--- src/dmc_pkg.sv ---
// Shared constants, enums and carrier structs for the die monitor and cam switch block
package dmc_pkg;

   // ---------------------------------------------------------------
   // Sizes
   // ---------------------------------------------------------------
   localparam int NUM_DM         = 16;
   localparam int NUM_CAM        = 8;
   localparam int NUM_PAIRS      = 8;
   localparam int ANG_W          = 9;
   localparam int CHAN_W         = 5;
   localparam int TIME_W         = 16;
   localparam int DIV_W          = 17;
   localparam int NUM_POINTS     = 16;
   localparam int CAM_POINT_BASE = 8;

   // ---------------------------------------------------------------
   // Timing
   // ---------------------------------------------------------------
   localparam int CLK_PERIOD_NS = 10;
   localparam int MS_NS         = 1000000;
   localparam int MS_CYCLES     = MS_NS / CLK_PERIOD_NS;

   localparam logic [ANG_W-1:0] ANGLE_MAX = 9'h167;

   // ---------------------------------------------------------------
   // Modes, responses, fault kinds
   // ---------------------------------------------------------------
   typedef enum logic [1:0] {
      PULSE_IN_WINDOW_MODE     = 2'h0,
      IN_POSITION_MODE         = 2'h1,
      STATION_HANDOFF_MODE     = 2'h2,
      STROKE_INDEPENDENT_MODE  = 2'h3
   } dmc_mode_e;

   typedef enum logic [1:0] {
      NO_ACTION_RESPONSE       = 2'h0,
      ALARM_ONLY_RESPONSE      = 2'h1,
      HALT_AT_TOP_RESPONSE     = 2'h2,
      HALT_IMMEDIATE_RESPONSE  = 2'h3
   } dmc_resp_e;

   typedef enum logic [2:0] {
      FK_NONE       = 3'h0,
      FK_ON_OUTSIDE = 3'h1,
      FK_STAYED_ON  = 3'h2,
      FK_MISSING    = 3'h3,
      FK_DROPPED    = 3'h4,
      FK_NO_RELEASE = 3'h5,
      FK_MISMATCH   = 3'h6,
      FK_STATIC_OFF = 3'h7
   } dmc_fault_e;

   // ---------------------------------------------------------------
   // Carriers
   // ---------------------------------------------------------------
   typedef struct packed {
      dmc_mode_e        mode;
      dmc_resp_e        resp;
      logic [ANG_W-1:0] on_angle;
      logic [ANG_W-1:0] off_angle;
   } dmc_dm_cfg_s;

   typedef struct packed {
      logic [NUM_PAIRS-1:0]              pair_en;
      logic [NUM_PAIRS-1:0][ANG_W-1:0]   on_angle;
      logic [NUM_PAIRS-1:0][ANG_W-1:0]   off_angle;
      logic                              timed;
      logic [TIME_W-1:0]                 time_ms;
   } dmc_cam_cfg_s;

   typedef struct packed {
      logic              valid;
      logic [CHAN_W-1:0] chan;
      dmc_fault_e        kind;
      logic              alarm;
      logic              halt_top;
      logic              halt_now;
      logic              all_clear;
   } dmc_status_s;

   typedef struct packed {
      logic       in_win;
      logic       sens;
      logic       armed;
      logic       seen_on;
      logic       off_seen;
      logic       part;
      logic       held;
      logic       fault;
      dmc_fault_e kind;
   } dmc_dm_ch_s;

endpackage

--- src/dmc_die_monitor_cam_switch.sv ---
// Die monitor channels and cam limit switch channels synchronised to crank angle
`timescale 1ns/1ps
`default_nettype none

module dmc_die_monitor_cam_switch #(
   parameter int MS_CYCLES = dmc_pkg::MS_CYCLES
) (
   input  wire logic                                         ref_clk,
   input  wire logic                                         rst,
   input  wire logic [dmc_pkg::ANG_W-1:0]                    crank_angle,
   input  wire logic [dmc_pkg::NUM_DM-1:0]                   dm_sensor,
   input  wire dmc_pkg::dmc_dm_cfg_s [dmc_pkg::NUM_DM-1:0]   dm_cfg,
   input  wire dmc_pkg::dmc_cam_cfg_s [dmc_pkg::NUM_CAM-1:0] cam_cfg,
   input  wire logic                                         fault_reset,
   input  wire logic                                         resume_op,
   output var dmc_pkg::dmc_status_s                          dm_status,
   output logic [dmc_pkg::NUM_POINTS-1:0]                    output_points
);

   // ---------------------------------------------------------------
   // State
   // ---------------------------------------------------------------
   typedef struct packed {
      dmc_pkg::dmc_dm_ch_s [dmc_pkg::NUM_DM-1:0]        dm;
      logic [dmc_pkg::NUM_CAM-1:0]                      cam_win;
      logic [dmc_pkg::NUM_CAM-1:0]                      cam_out;
      logic [dmc_pkg::NUM_CAM-1:0][dmc_pkg::TIME_W-1:0] cam_cnt;
      logic [dmc_pkg::DIV_W-1:0]                        ms_div;
      logic [dmc_pkg::ANG_W-1:0]                        angle_prev;
      dmc_pkg::dmc_status_s                             status;
   } dmc_state_s;

   dmc_state_s state_q;
   dmc_state_s state_d;

   // ---------------------------------------------------------------
   // Local constants
   // ---------------------------------------------------------------
   // Severity ranks; a larger rank wins when channels fault together
   localparam logic [1:0]                 SEV_NONE  = 2'h0;
   localparam logic [1:0]                 SEV_ALARM = 2'h1;
   localparam logic [1:0]                 SEV_TOP   = 2'h2;
   localparam logic [1:0]                 SEV_NOW   = 2'h3;
   // One count per step; the prescaler restarts from zero
   localparam logic [dmc_pkg::TIME_W-1:0] CNT_STEP  = 16'h0001;
   localparam logic [dmc_pkg::DIV_W-1:0]  DIV_STEP  = 17'h0_0001;

   // On angle inclusive, off angle exclusive; on above off wraps past zero
   function automatic logic in_window(input logic [dmc_pkg::ANG_W-1:0] ang,
                                      input logic [dmc_pkg::ANG_W-1:0] on_a,
                                      input logic [dmc_pkg::ANG_W-1:0] off_a);
      logic r;
      if (on_a <= off_a) begin
         r = (ang >= on_a) && (ang < off_a);
      end else begin
         r = (ang >= on_a) || (ang < off_a);
      end
      return r;
   endfunction

   function automatic logic [1:0] severity(input dmc_pkg::dmc_resp_e r);
      logic [1:0] s;
      case (r)
         dmc_pkg::HALT_IMMEDIATE_RESPONSE: s = SEV_NOW;
         dmc_pkg::HALT_AT_TOP_RESPONSE:    s = SEV_TOP;
         dmc_pkg::ALARM_ONLY_RESPONSE:     s = SEV_ALARM;
         default:                          s = SEV_NONE;
      endcase
      return s;
   endfunction

   // Edges of a level against its value one clock earlier
   function automatic logic went_high(input logic cur, input logic prv);
      return cur & ~prv;
   endfunction

   function automatic logic went_low(input logic cur, input logic prv);
      return ~cur & prv;
   endfunction

   // ---------------------------------------------------------------
   // Angle windows
   // ---------------------------------------------------------------
   logic [dmc_pkg::NUM_DM-1:0]  dm_win;
   logic [dmc_pkg::NUM_CAM-1:0] cam_hit;

   // Windows evaluated once per edge and shared by the next-state logic
   for (genvar g = 0; g < dmc_pkg::NUM_DM; g++) begin : g_dm_win
      assign dm_win[g] = in_window(crank_angle, dm_cfg[g].on_angle, dm_cfg[g].off_angle);
   end

   always_comb begin
      cam_hit = '0;
      for (int c = 0; c < dmc_pkg::NUM_CAM; c++) begin
         for (int p = 0; p < dmc_pkg::NUM_PAIRS; p++) begin
            if (cam_cfg[c].pair_en[p] &&
                in_window(crank_angle, cam_cfg[c].on_angle[p], cam_cfg[c].off_angle[p])) begin
               cam_hit[c] = 1'b1;
            end
         end
      end
   end

   // ---------------------------------------------------------------
   // Next state
   // ---------------------------------------------------------------
   always_comb begin
      logic                     stroke_top;
      logic                     ms_tick;
      logic                     win;
      logic                     sen;
      logic                     win_rise;
      logic                     win_fall;
      logic                     sen_rise;
      logic                     set;
      logic                     first;
      logic                     any;
      logic                     restored;
      logic [1:0]               worst;
      dmc_pkg::dmc_fault_e      kind;
      int                       pi;
      state_d    = state_q;
      stroke_top = 1'b0;
      ms_tick    = 1'b0;
      win        = 1'b0;
      sen        = 1'b0;
      win_rise   = 1'b0;
      win_fall   = 1'b0;
      sen_rise   = 1'b0;
      set        = 1'b0;
      first      = 1'b0;
      any        = 1'b0;
      restored   = 1'b0;
      worst      = SEV_NONE;
      kind       = dmc_pkg::FK_NONE;
      pi         = 0;

      state_d.angle_prev = crank_angle;
      // A crank run backwards would fake a stroke top on every step except the one through zero
      stroke_top         = crank_angle < state_q.angle_prev;

      // Free running prescaler: timed cam outputs are up to one ms early
      ms_tick = state_q.ms_div == dmc_pkg::DIV_W'(MS_CYCLES - 1);
      if (ms_tick) begin
         state_d.ms_div = '0;
      end else begin
         state_d.ms_div = state_q.ms_div + DIV_STEP;
      end

      // ------------------------------------------------------------
      // Die monitor channels
      // ------------------------------------------------------------
      for (int i = 0; i < dmc_pkg::NUM_DM; i++) begin
         pi       = (i == 0) ? 0 : i - 1;
         win      = dm_win[i];
         sen      = dm_sensor[i];
         win_rise = went_high(win, state_q.dm[i].in_win);
         win_fall = went_low(win, state_q.dm[i].in_win);
         sen_rise = went_high(sen, state_q.dm[i].sens);
         set      = 1'b0;
         kind     = dmc_pkg::FK_NONE;
         restored = 1'b1;
         case (dm_cfg[i].mode)
            dmc_pkg::PULSE_IN_WINDOW_MODE: begin
               if (win_rise && state_q.dm[i].armed && !state_q.dm[i].seen_on) begin
                  set  = 1'b1;
                  kind = dmc_pkg::FK_MISSING;
               end
               if (win_fall && sen) begin
                  set  = 1'b1;
                  kind = dmc_pkg::FK_STAYED_ON;
               end
               if (sen_rise && !win) begin
                  set  = 1'b1;
                  kind = dmc_pkg::FK_ON_OUTSIDE;
               end
               // A clean in-window pulse raises none of the above
               if (win_rise) begin
                  state_d.dm[i].seen_on = sen_rise;
               end else if (sen_rise) begin
                  state_d.dm[i].seen_on = 1'b1;
               end
            end
            dmc_pkg::IN_POSITION_MODE: begin
               if (win_rise && state_q.dm[i].armed && !state_q.dm[i].off_seen) begin
                  set  = 1'b1;
                  kind = dmc_pkg::FK_NO_RELEASE;
               end
               if (win && !sen) begin
                  set  = 1'b1;
                  kind = dmc_pkg::FK_DROPPED;
               end
               if (win_rise) begin
                  state_d.dm[i].off_seen = 1'b0;
               end else if (!win && !sen) begin
                  state_d.dm[i].off_seen = 1'b1;
               end
            end
            dmc_pkg::STATION_HANDOFF_MODE: begin
               // Entry station only records; it has no upstream partner
               first = (i == 0) || (dm_cfg[pi].mode != dmc_pkg::STATION_HANDOFF_MODE);
               if (win_rise) begin
                  state_d.dm[i].part = sen;
                  if (!first && state_q.dm[i].armed && (sen != state_q.dm[pi].held)) begin
                     set  = 1'b1;
                     kind = dmc_pkg::FK_MISMATCH;
                  end
               end
               // Shift register step once per stroke
               if (stroke_top) begin
                  state_d.dm[i].held = state_q.dm[i].part;
               end
               // Resume also wins over a shift on the same edge
               if (resume_op) begin
                  state_d.dm[i].part = sen;
                  state_d.dm[i].held = sen;
               end
            end
            dmc_pkg::STROKE_INDEPENDENT_MODE: begin
               restored = sen;
               if (!sen) begin
                  set  = 1'b1;
                  kind = dmc_pkg::FK_STATIC_OFF;
               end
            end
            default: begin
               set = 1'b0;
            end
         endcase
         if (dm_cfg[i].resp == dmc_pkg::NO_ACTION_RESPONSE) begin
            set = 1'b0;
         end
         if (win_rise) begin
            state_d.dm[i].armed = 1'b1;
         end
         // Set wins over reset in the same cycle
         if (fault_reset && restored) begin
            state_d.dm[i].fault = 1'b0;
            state_d.dm[i].kind  = dmc_pkg::FK_NONE;
         end
         if (set) begin
            state_d.dm[i].fault = 1'b1;
            state_d.dm[i].kind  = kind;
         end
         state_d.dm[i].in_win = win;
         state_d.dm[i].sens   = sen;
      end

      // ------------------------------------------------------------
      // Status: lowest numbered fault shown, strongest action driven
      // ------------------------------------------------------------
      state_d.status       = '0;
      state_d.status.kind  = dmc_pkg::FK_NONE;
      for (int i = dmc_pkg::NUM_DM - 1; i >= 0; i--) begin
         if (state_d.dm[i].fault) begin
            state_d.status.valid = 1'b1;
            state_d.status.chan  = dmc_pkg::CHAN_W'(i + 1);
            state_d.status.kind  = state_d.dm[i].kind;
            if (severity(dm_cfg[i].resp) > worst) begin
               worst = severity(dm_cfg[i].resp);
            end
         end
      end
      // No-action channels rank lowest, so they never drive an action
      state_d.status.halt_now  = worst == SEV_NOW;
      state_d.status.halt_top  = worst == SEV_TOP;
      state_d.status.alarm     = worst == SEV_ALARM;
      state_d.status.all_clear = !state_d.status.valid;

      // ------------------------------------------------------------
      // Cam limit switch channels
      // ------------------------------------------------------------
      for (int c = 0; c < dmc_pkg::NUM_CAM; c++) begin
         any = cam_hit[c];
         state_d.cam_win[c] = any;
         if (cam_cfg[c].timed) begin
            // Window entry restarts the timer even while the point is still on
            if (went_high(any, state_q.cam_win[c])) begin
               state_d.cam_out[c] = 1'b1;
               state_d.cam_cnt[c] = cam_cfg[c].time_ms;
            end else if (state_q.cam_out[c] && ms_tick) begin
               if (state_q.cam_cnt[c] <= CNT_STEP) begin
                  state_d.cam_out[c] = 1'b0;
                  state_d.cam_cnt[c] = '0;
               end else begin
                  state_d.cam_cnt[c] = state_q.cam_cnt[c] - CNT_STEP;
               end
            end
         end else begin
            state_d.cam_out[c] = any;
            state_d.cam_cnt[c] = '0;
         end
      end
   end

   // ---------------------------------------------------------------
   // Registers
   // ---------------------------------------------------------------
   always_ff @(posedge ref_clk) begin
      if (rst) begin
         state_q <= '0;
      end else begin
         state_q <= state_d;
      end
   end

   // ---------------------------------------------------------------
   // Outputs
   // ---------------------------------------------------------------
   assign dm_status = state_q.status;

   always_comb begin
      output_points = '0;
      for (int c = 0; c < dmc_pkg::NUM_CAM; c++) begin
         output_points[dmc_pkg::CAM_POINT_BASE + c] = state_q.cam_out[c];
      end
   end

endmodule
`default_nettype wire

--- config.mk ---
export PLATFORM = sky130hd
export DESIGN_NAME = dmc_die_monitor_cam_switch
export DESIGN_NICKNAME = d
export VERILOG_FILES = /design/src/dmc_pkg.sv /design/src/dmc_die_monitor_cam_switch.sv
export SDC_FILE = /design/constraint.sdc
export NUM_CORES = 2
export LEC_CHECK = 0
export ABC_AREA = 1
export BUFFER_PORTS_ARGS = -buffer_cell sky130_fd_sc_hd__buf_2
export CORE_AREA = 2 2 683 685
export DETAILED_ROUTE_END_ITERATION = 12
export DIE_AREA = 0 0 685 687
export PLACE_DENSITY_LB_ADDON = 0.08
export SYNTH_ARGS = -nofsm -noshare
export SYNTH_HDL_FRONTEND = slang
export SYNTH_SLANG_ARGS = --single-unit
--- constraint.sdc ---
create_clock -name ref_clk -period 31 [get_ports ref_clk]
set_input_delay 7.75 -clock ref_clk [delete_from_list [all_inputs] [get_ports ref_clk]]
set_output_delay 7.75 -clock ref_clk [all_outputs]
set_load 0.02 [all_outputs]
# Word-level counts from Yosys, hierarchy flattened

Index checks and enable logic that the tools add are counted.
W data, S select, Z words.

Word-level logic and storage cells: 2090
Register bits after elaboration: 357

$lt $le $gt $ge: 265
Add/subtract/negate cells: 9
Equal/unequal tests: 146
Multiplexer cells: 737
Bitwise logic cells: 120
Reduce and logical (&&, ||, !) cells: 641

Operators with widths:

| kind                    | count |
|---|---|
| $lt A9 B9 Y1            | 81 |
| $ge A9 B9 Y1            | 80 |
| $le A9 B9 Y1            | 80 |
| $mux W1                 | 428 |
| $mux W16                | 24 |
| $mux W3                 | 110 |
| $logic_and A1 B1 Y1     | 310 |
| $pmux W3 S4             | 15 |
| $mux W2                 | 79 |
| $mux W9                 | 16 |
| $reduce_and A2 Y1       | 70 |
| $eq A2 B2 Y1 const B    | 66 |
| $le A16 B1 Y1 const B   | 8 |
| $mux W4                 | 32 |
| $sub A16 B1 Y16 const B | 8 |
| $reduce_bool A2 Y1      | 56 |
| $pmux W2 S3             | 16 |
| $logic_not A1 Y1        | 80 |
| $logic_or A1 B1 Y1      | 80 |
| $eq A2 B1 Y1 const B    | 33 |
| $logic_not A2 Y1        | 32 |
| $not A1 Y1              | 64 |
| $pmux W1 S4             | 15 |
| $and A1 B1 Y1           | 56 |
| other kinds (13)        | 79 |

# Longest topological paths before layout

Depth after elaboration: 62
Depth in mapped cells: 138
Depth with buffers taken out: 135

# Least setup slack after synthesis

OpenSTA, ideal clock, no wires.

Kind: input to register
Start: in crank_angle[0] (netlist bit)
End: reg state_q (netlist bit dm_status[2])
Stages on the path: 127
Required time: 30888 ps
Slack: 10321 ps
Arrival: 20567 ps
Cells stage by stage: inv_2 -> buf_6 -> buf_6 -> buf_6 -> buf_6 -> buf_2 -> ha_1 -> inv_1 -> a21oi_1 -> nand2_1 -> nand3_1 -> nand2_1 -> nand3_1 -> nand2_1 -> nand2_2 -> inv_2 -> nand3_1 -> nand3_1 -> [... 91 more ...] -> a21oi_1 -> nand3_1 -> nand2_1 -> inv_1 -> ha_1 -> nor2_1 -> nor2_1 -> a21oi_1 -> nand2_1 -> nand3_2 -> nand2_1 -> ha_1 -> a21oi_1 -> nand2_1 -> nand3_1 -> nand2_1 -> inv_1 -> nor2_1

Cells in the longest elaborated chain, start to end: 59
Elaborated cells between the ends (all ways): 430
Classes of those cells: order compare: 47; eq/ne: 1; mux: 190; bitwise: 48; reduce/logical: 144

Ends and longest elaborated chain:

| what                                                      | RTL line                                                             | RTL |
|---|---|---|
| start: declaration                                        | dmc_die_monitor_cam_switch.sv:10                                     | `input wire logic [dmc_pkg::ANG_W-1:0] crank_angle,` |
| $ge A9 B9 Y1 or $lt A9 B9 Y1 (tied branches)              | dmc_die_monitor_cam_switch.sv:54, dmc_die_monitor_cam_switch.sv:56   |  |
| $logic_or A1 B1 Y1 or $logic_and A1 B1 Y1 (tied branches) | dmc_die_monitor_cam_switch.sv:56, dmc_die_monitor_cam_switch.sv:54   |  |
| $mux W1                                                   | dmc_die_monitor_cam_switch.sv:53                                     | `if (on_a <= off_a) begin` |
| $and A1 B1 Y1                                             | dmc_die_monitor_cam_switch.sv:74                                     | `return cur & ~prv;` |
| $logic_and A1 B1 Y1                                       | dmc_die_monitor_cam_switch.sv:165, dmc_die_monitor_cam_switch.sv:185 |  |
| $logic_and A1 B1 Y1                                       | dmc_die_monitor_cam_switch.sv:165                                    | `if (win_rise && state_q.dm[i].armed && !state_q.dm[i].seen_on) begin` |
| $mux W1                                                   | dmc_die_monitor_cam_switch.sv:165                                    |  |
| $mux W1                                                   | dmc_die_monitor_cam_switch.sv:169                                    | `if (win_fall && sen) begin` |
| [... 43 more ...]                                         | -                                                                    |  |
| $mux W2                                                   | dmc_die_monitor_cam_switch.sv:255                                    | `if (state_d.dm[i].fault) begin` |
| $gt A2 B2 Y1                                              | dmc_die_monitor_cam_switch.sv:259                                    | `if (severity(dm_cfg[i].resp) > worst) begin` |
| $mux W2                                                   | dmc_die_monitor_cam_switch.sv:259                                    |  |
| $mux W2                                                   | dmc_die_monitor_cam_switch.sv:255                                    |  |
| $gt A2 B2 Y1                                              | dmc_die_monitor_cam_switch.sv:259                                    |  |
| $mux W2                                                   | dmc_die_monitor_cam_switch.sv:259                                    |  |
| $mux W2 (*)                                               | dmc_die_monitor_cam_switch.sv:255                                    |  |
| $eq A2 B2 Y1 (*)                                          | dmc_die_monitor_cam_switch.sv:266                                    | `state_d.status.halt_top = worst == SEV_TOP;` |
| end signal: assignment                                    | dmc_die_monitor_cam_switch.sv:303                                    | `state_q <= state_d;` |
| end: declaration                                          | dmc_die_monitor_cam_switch.sv:33                                     | `dmc_state_s state_q;` |

Every way passes the cells marked *; elsewhere a longest branch is shown, timed or not.
A chain may end at the register's enable or synchronous reset.

# Worst setup path in the final report

Start: in crank_angle[7] (netlist bit)
End: reg state_q (netlist bit dm_status[2])

Same word-level chain as after synthesis.

==> summary.md <==
| Metric | Value |
|---|---|
| Status | `finished clean` |
| Global route overflow | `0` |
| Hold slack | `0.451 ns` |
| Most instantiated cells after synthesis | `2257 x inv_1, 2150 x ha_1, 1443 x nand2_1` |
| Row cnt | `250` |
| Cells after Synth | `10500` |
| CTS clk-pin slew, worst paths | `0.07 ns` |
| Netlist cell types | `81` |
| Post-CTS Resized | `0` |
| Synth-to-Final Area Change | `25.9%` |
| DRC errors left | `0` |
| Vias in the first global route | `77200` |
| Largest stage delay, worst path | `0.36 ns` |
| CP Data Required Time | `31.53 ns` |
| Peak supply drop | `0.0431 mV` |
| FFs w/ async S/R, synth | `0%` |
| Post-synth EDFFs | `0` |
| CP Max Fanout | `12` |
| Largest net degree at the start of global routing | `74` |
| WP buf/inv | `11` |
| DIE WIDTH | `685 um` |
| CTS tree | `built` |
| WP data arrival | `20.97 ns` |
| Rel. slew slack | `25.2%` |
| Global Route Usage Sum | `17.8%` |
| Synth top area share | `37.6%` |
| Largest cells by area after synthesis | `ha_1 38%, inv_1 12%, dfxtp_1 10%` |
| Crit share post-route | `66.0%` |
| Final nets | `16100` |
| RSZ-0062 raised after global routing | `no` |
| Longest Clk Path Bufs | `3` |
| Tmin final | `20.45 ns` |
| Final setup TNS | `0 ns` |
| Yosys reg bits | `357` |
| R2R depth | `113` |
| Final Max Tran Viols | `0` |
| Port Buf Inserts | `1753` |
| Mapped Area | `71600 um2` |
| R2r endpoint | `dm_status[2]$_SDFF_PP0_` |
| Layout cells sized above 1 | `16.9%` |
| Synth area leader | `ha_1` |
| Most numerous cell in the Yosys netlist | `inv_1` |
| Fill cells | `53300` |
| Worst setup EP type | `flop` |
| CP startpoint | `crank_angle[7]` |
| Die height | `687 um` |
| Die Footprint | `471000 um2` |
| Final hold viol count | `0` |
| Leakage | `50.3 nW` |
| Sequential share of the synthesized area | `9.98%` |
| GR Layer Usage met2 | `33.5%` |
| Actual slew at the worst max-slew pin | `1.11 ns` |
| CTS Buf Count | `43` |
| Achievable Freq | `48.9 MHz` |
| Critical Path Stages | `121` |
| Storage cell area | `7150 um2` |
| # H-tree levels | `2` |
| DRT Pass-1 Iters | `5` |
| Critical Path Most Common Cell | `nor2_1` |
| Clk_lat worst skew | `0.63 ns` |
| Top_reg_cell synth | `dfxtp_1` |
| DRT iter0 DRCs | `3498` |
| Clock Tree Root | `clkbuf_16` |
| Worst r2r src | `state_q[341]$_SDFFE_PP0P_` |
| CP top delay family | `simple AND/OR/NAND/NOR gates` |
| Max_cap viols | `0` |
| Critical Path Start Type | `primary input` |
| Met3 usage | `2.50%` |
| First-pass GRT wire length | `598000 um` |
| GR Util met1 | `21.6%` |
| Final wirelength | `434000 um` |
| Core area | `463000 um2` |
| Tightest Hold Check Type | `reg -> reg` |
| R2R Setup Slk | `18.51 ns` |
| Starting Density | `15.5%` |
| Vias per cell | `4.11` |
| Yosys warning count | `0` |
| Worst setup endpoint | `dm_status[2]$_SDFF_PP0_` |
| Initial antenna violation count | `482` |
| Most used routing layer | `met2` |
| Routability Congestion | `0.857` |
| Footprint of the multi-input gates | `55200 um2` |
| Hpwl dp | `384000 um` |
| Pwr per Cell Area | `29.1 nW/um2` |
| Drt wl/cell | `23.3 um` |
| Clock skew | `0.0336 ns` |
| Critical-path top delay cell | `ha_1` |
| Vias | `76300` |
| Mapped Avg Cell Area | `6.82 um2` |
| Sink Count | `357` |
| Final setup vio count | `0` |
| Crit Path Category | `in -> reg` |
| Num ports | `1762` |
| CTS hold repair buffers | `0` |
| Post-CTS setup buffer count | `0` |
| Post-route ant nets | `0` |
power by group:
group / internal (W) / total, W / leakage (nW) / switching (W)
sequential: 0.000499 / 0.000530 / 2.93 / 0.0000314
combinational: 0.000552 / 0.00151 / 46.6 / 0.000962
clock: 0.000335 / 0.000580 / 0.737 / 0.000245
total: 0.00139 / 0.00262 / 50.3 / 0.00124
cell families (layout without fill, tap and decap cells):
logic type | after synthesis | in the layout | share of synthesized area, %
flip-flops | 357 | 357 | 9.98
other | 1 | 117 | 0.00524
AO/OA/AOI/OAI | 2363 | 2363 | 19.6
adder cells (fa/ha/maj) | 2150 | 2150 | 37.6
buffers and inverters | 2428 | 4209 | 13.1
AND/OR/NAND/NOR | 3117 | 3117 | 18.7
XOR/XNOR | 81 | 81 | 0.990
multiplexers | 3 | 3 | 0.0419
area by class of cell:
class                      instances  area share [%]
multi-input combinational       7722            61.3
antenna                          109           0.303
tap                             6174            8.57
clock buffer                      61            1.40
inverter                        2283            9.52
clock inverter                    15           0.275
sequential                       357            7.93
timing repair buffer            1850            10.7
layout by cell type (no fill, tap or decap), drive strengths merged, types with 80 or more instances in the layout:
master,synthesis,routed
ha,2150,2150
nand3,595,595
dfxtp,357,357
nand4,99,99
nor3,138,138
a21oi,1070,1070
a31oi,129,129
nand2,1493,1493
nor2,713,713
a211oi,80,80
o21ai,468,468
o211ai,125,125
inv,2277,2278
buf,70,1850
diode,0,109
o21bai,135,135
worst min-delay path: cells and delay by family (launching register included):
family / cells / cell delay, ns
AOI/OAI and AO/OA: 1 / 0.07
and+or+nand+nor: 1 / 0.06
DFF: 1 / 0.30
sequential cells by signal, summed over array words and instances (netlist names):
register,flops
dm_status,13
state_q,336
output_points,8
worst min-delay path by stage:
stage	from	endpoint	slack, ns	cells past startpoint
floorplan	state_q[22]$_SDFF_PP0_	state_q[22]$_SDFF_PP0_	0.42	1
global placement	state_q[22]$_SDFF_PP0_	state_q[22]$_SDFF_PP0_	0.44	1
detailed placement	state_q[214]$_SDFF_PP0_	state_q[212]$_SDFFE_PP0P_	0.44	1
CTS	state_q[269]$_SDFF_PP0_	state_q[267]$_SDFFE_PP0P_	0.45	1
global route	state_q[22]$_SDFF_PP0_	state_q[22]$_SDFF_PP0_	0.48	1
finish	state_q[243]$_SDFFE_PP0P_	state_q[242]$_SDFFE_PP0P_	0.45	2
through the flow:
| step | total power (W) | instances | setup WS, ns | area (um2) | util (%) |
|---|---|---|---|---|---|
| final | 0.00262 | 18600 | 10.55 | 90200 | 19.5 |
| after global routing | 0.00291 | 18500 | 8.91 | 90000 | 19.5 |
| after CTS | 0.00269 | 18500 | 10.45 | 89900 | 19.4 |
| after detailed placement | 0.00209 | 18400 | 9.80 | 88400 | 19.1 |
| after global placement | 0.00211 | 18400 | 9.50 | 88400 | 19.1 |
| after floorplan | 0.00147 | 10500 | 10.32 | 71700 | - |
routing by layer:
layer | vias up | wire length, um | part of all wire, %
li1 | 39200 | - | -
met3 | 886 | 17000 | 3.9
met4 | 130 | 9300 | 2.1
met5 | - | 902 | 0.21
met1 | 34000 | 188000 | 43
met2 | 2006 | 219000 | 50
Power figures use the tool's default switching activity.
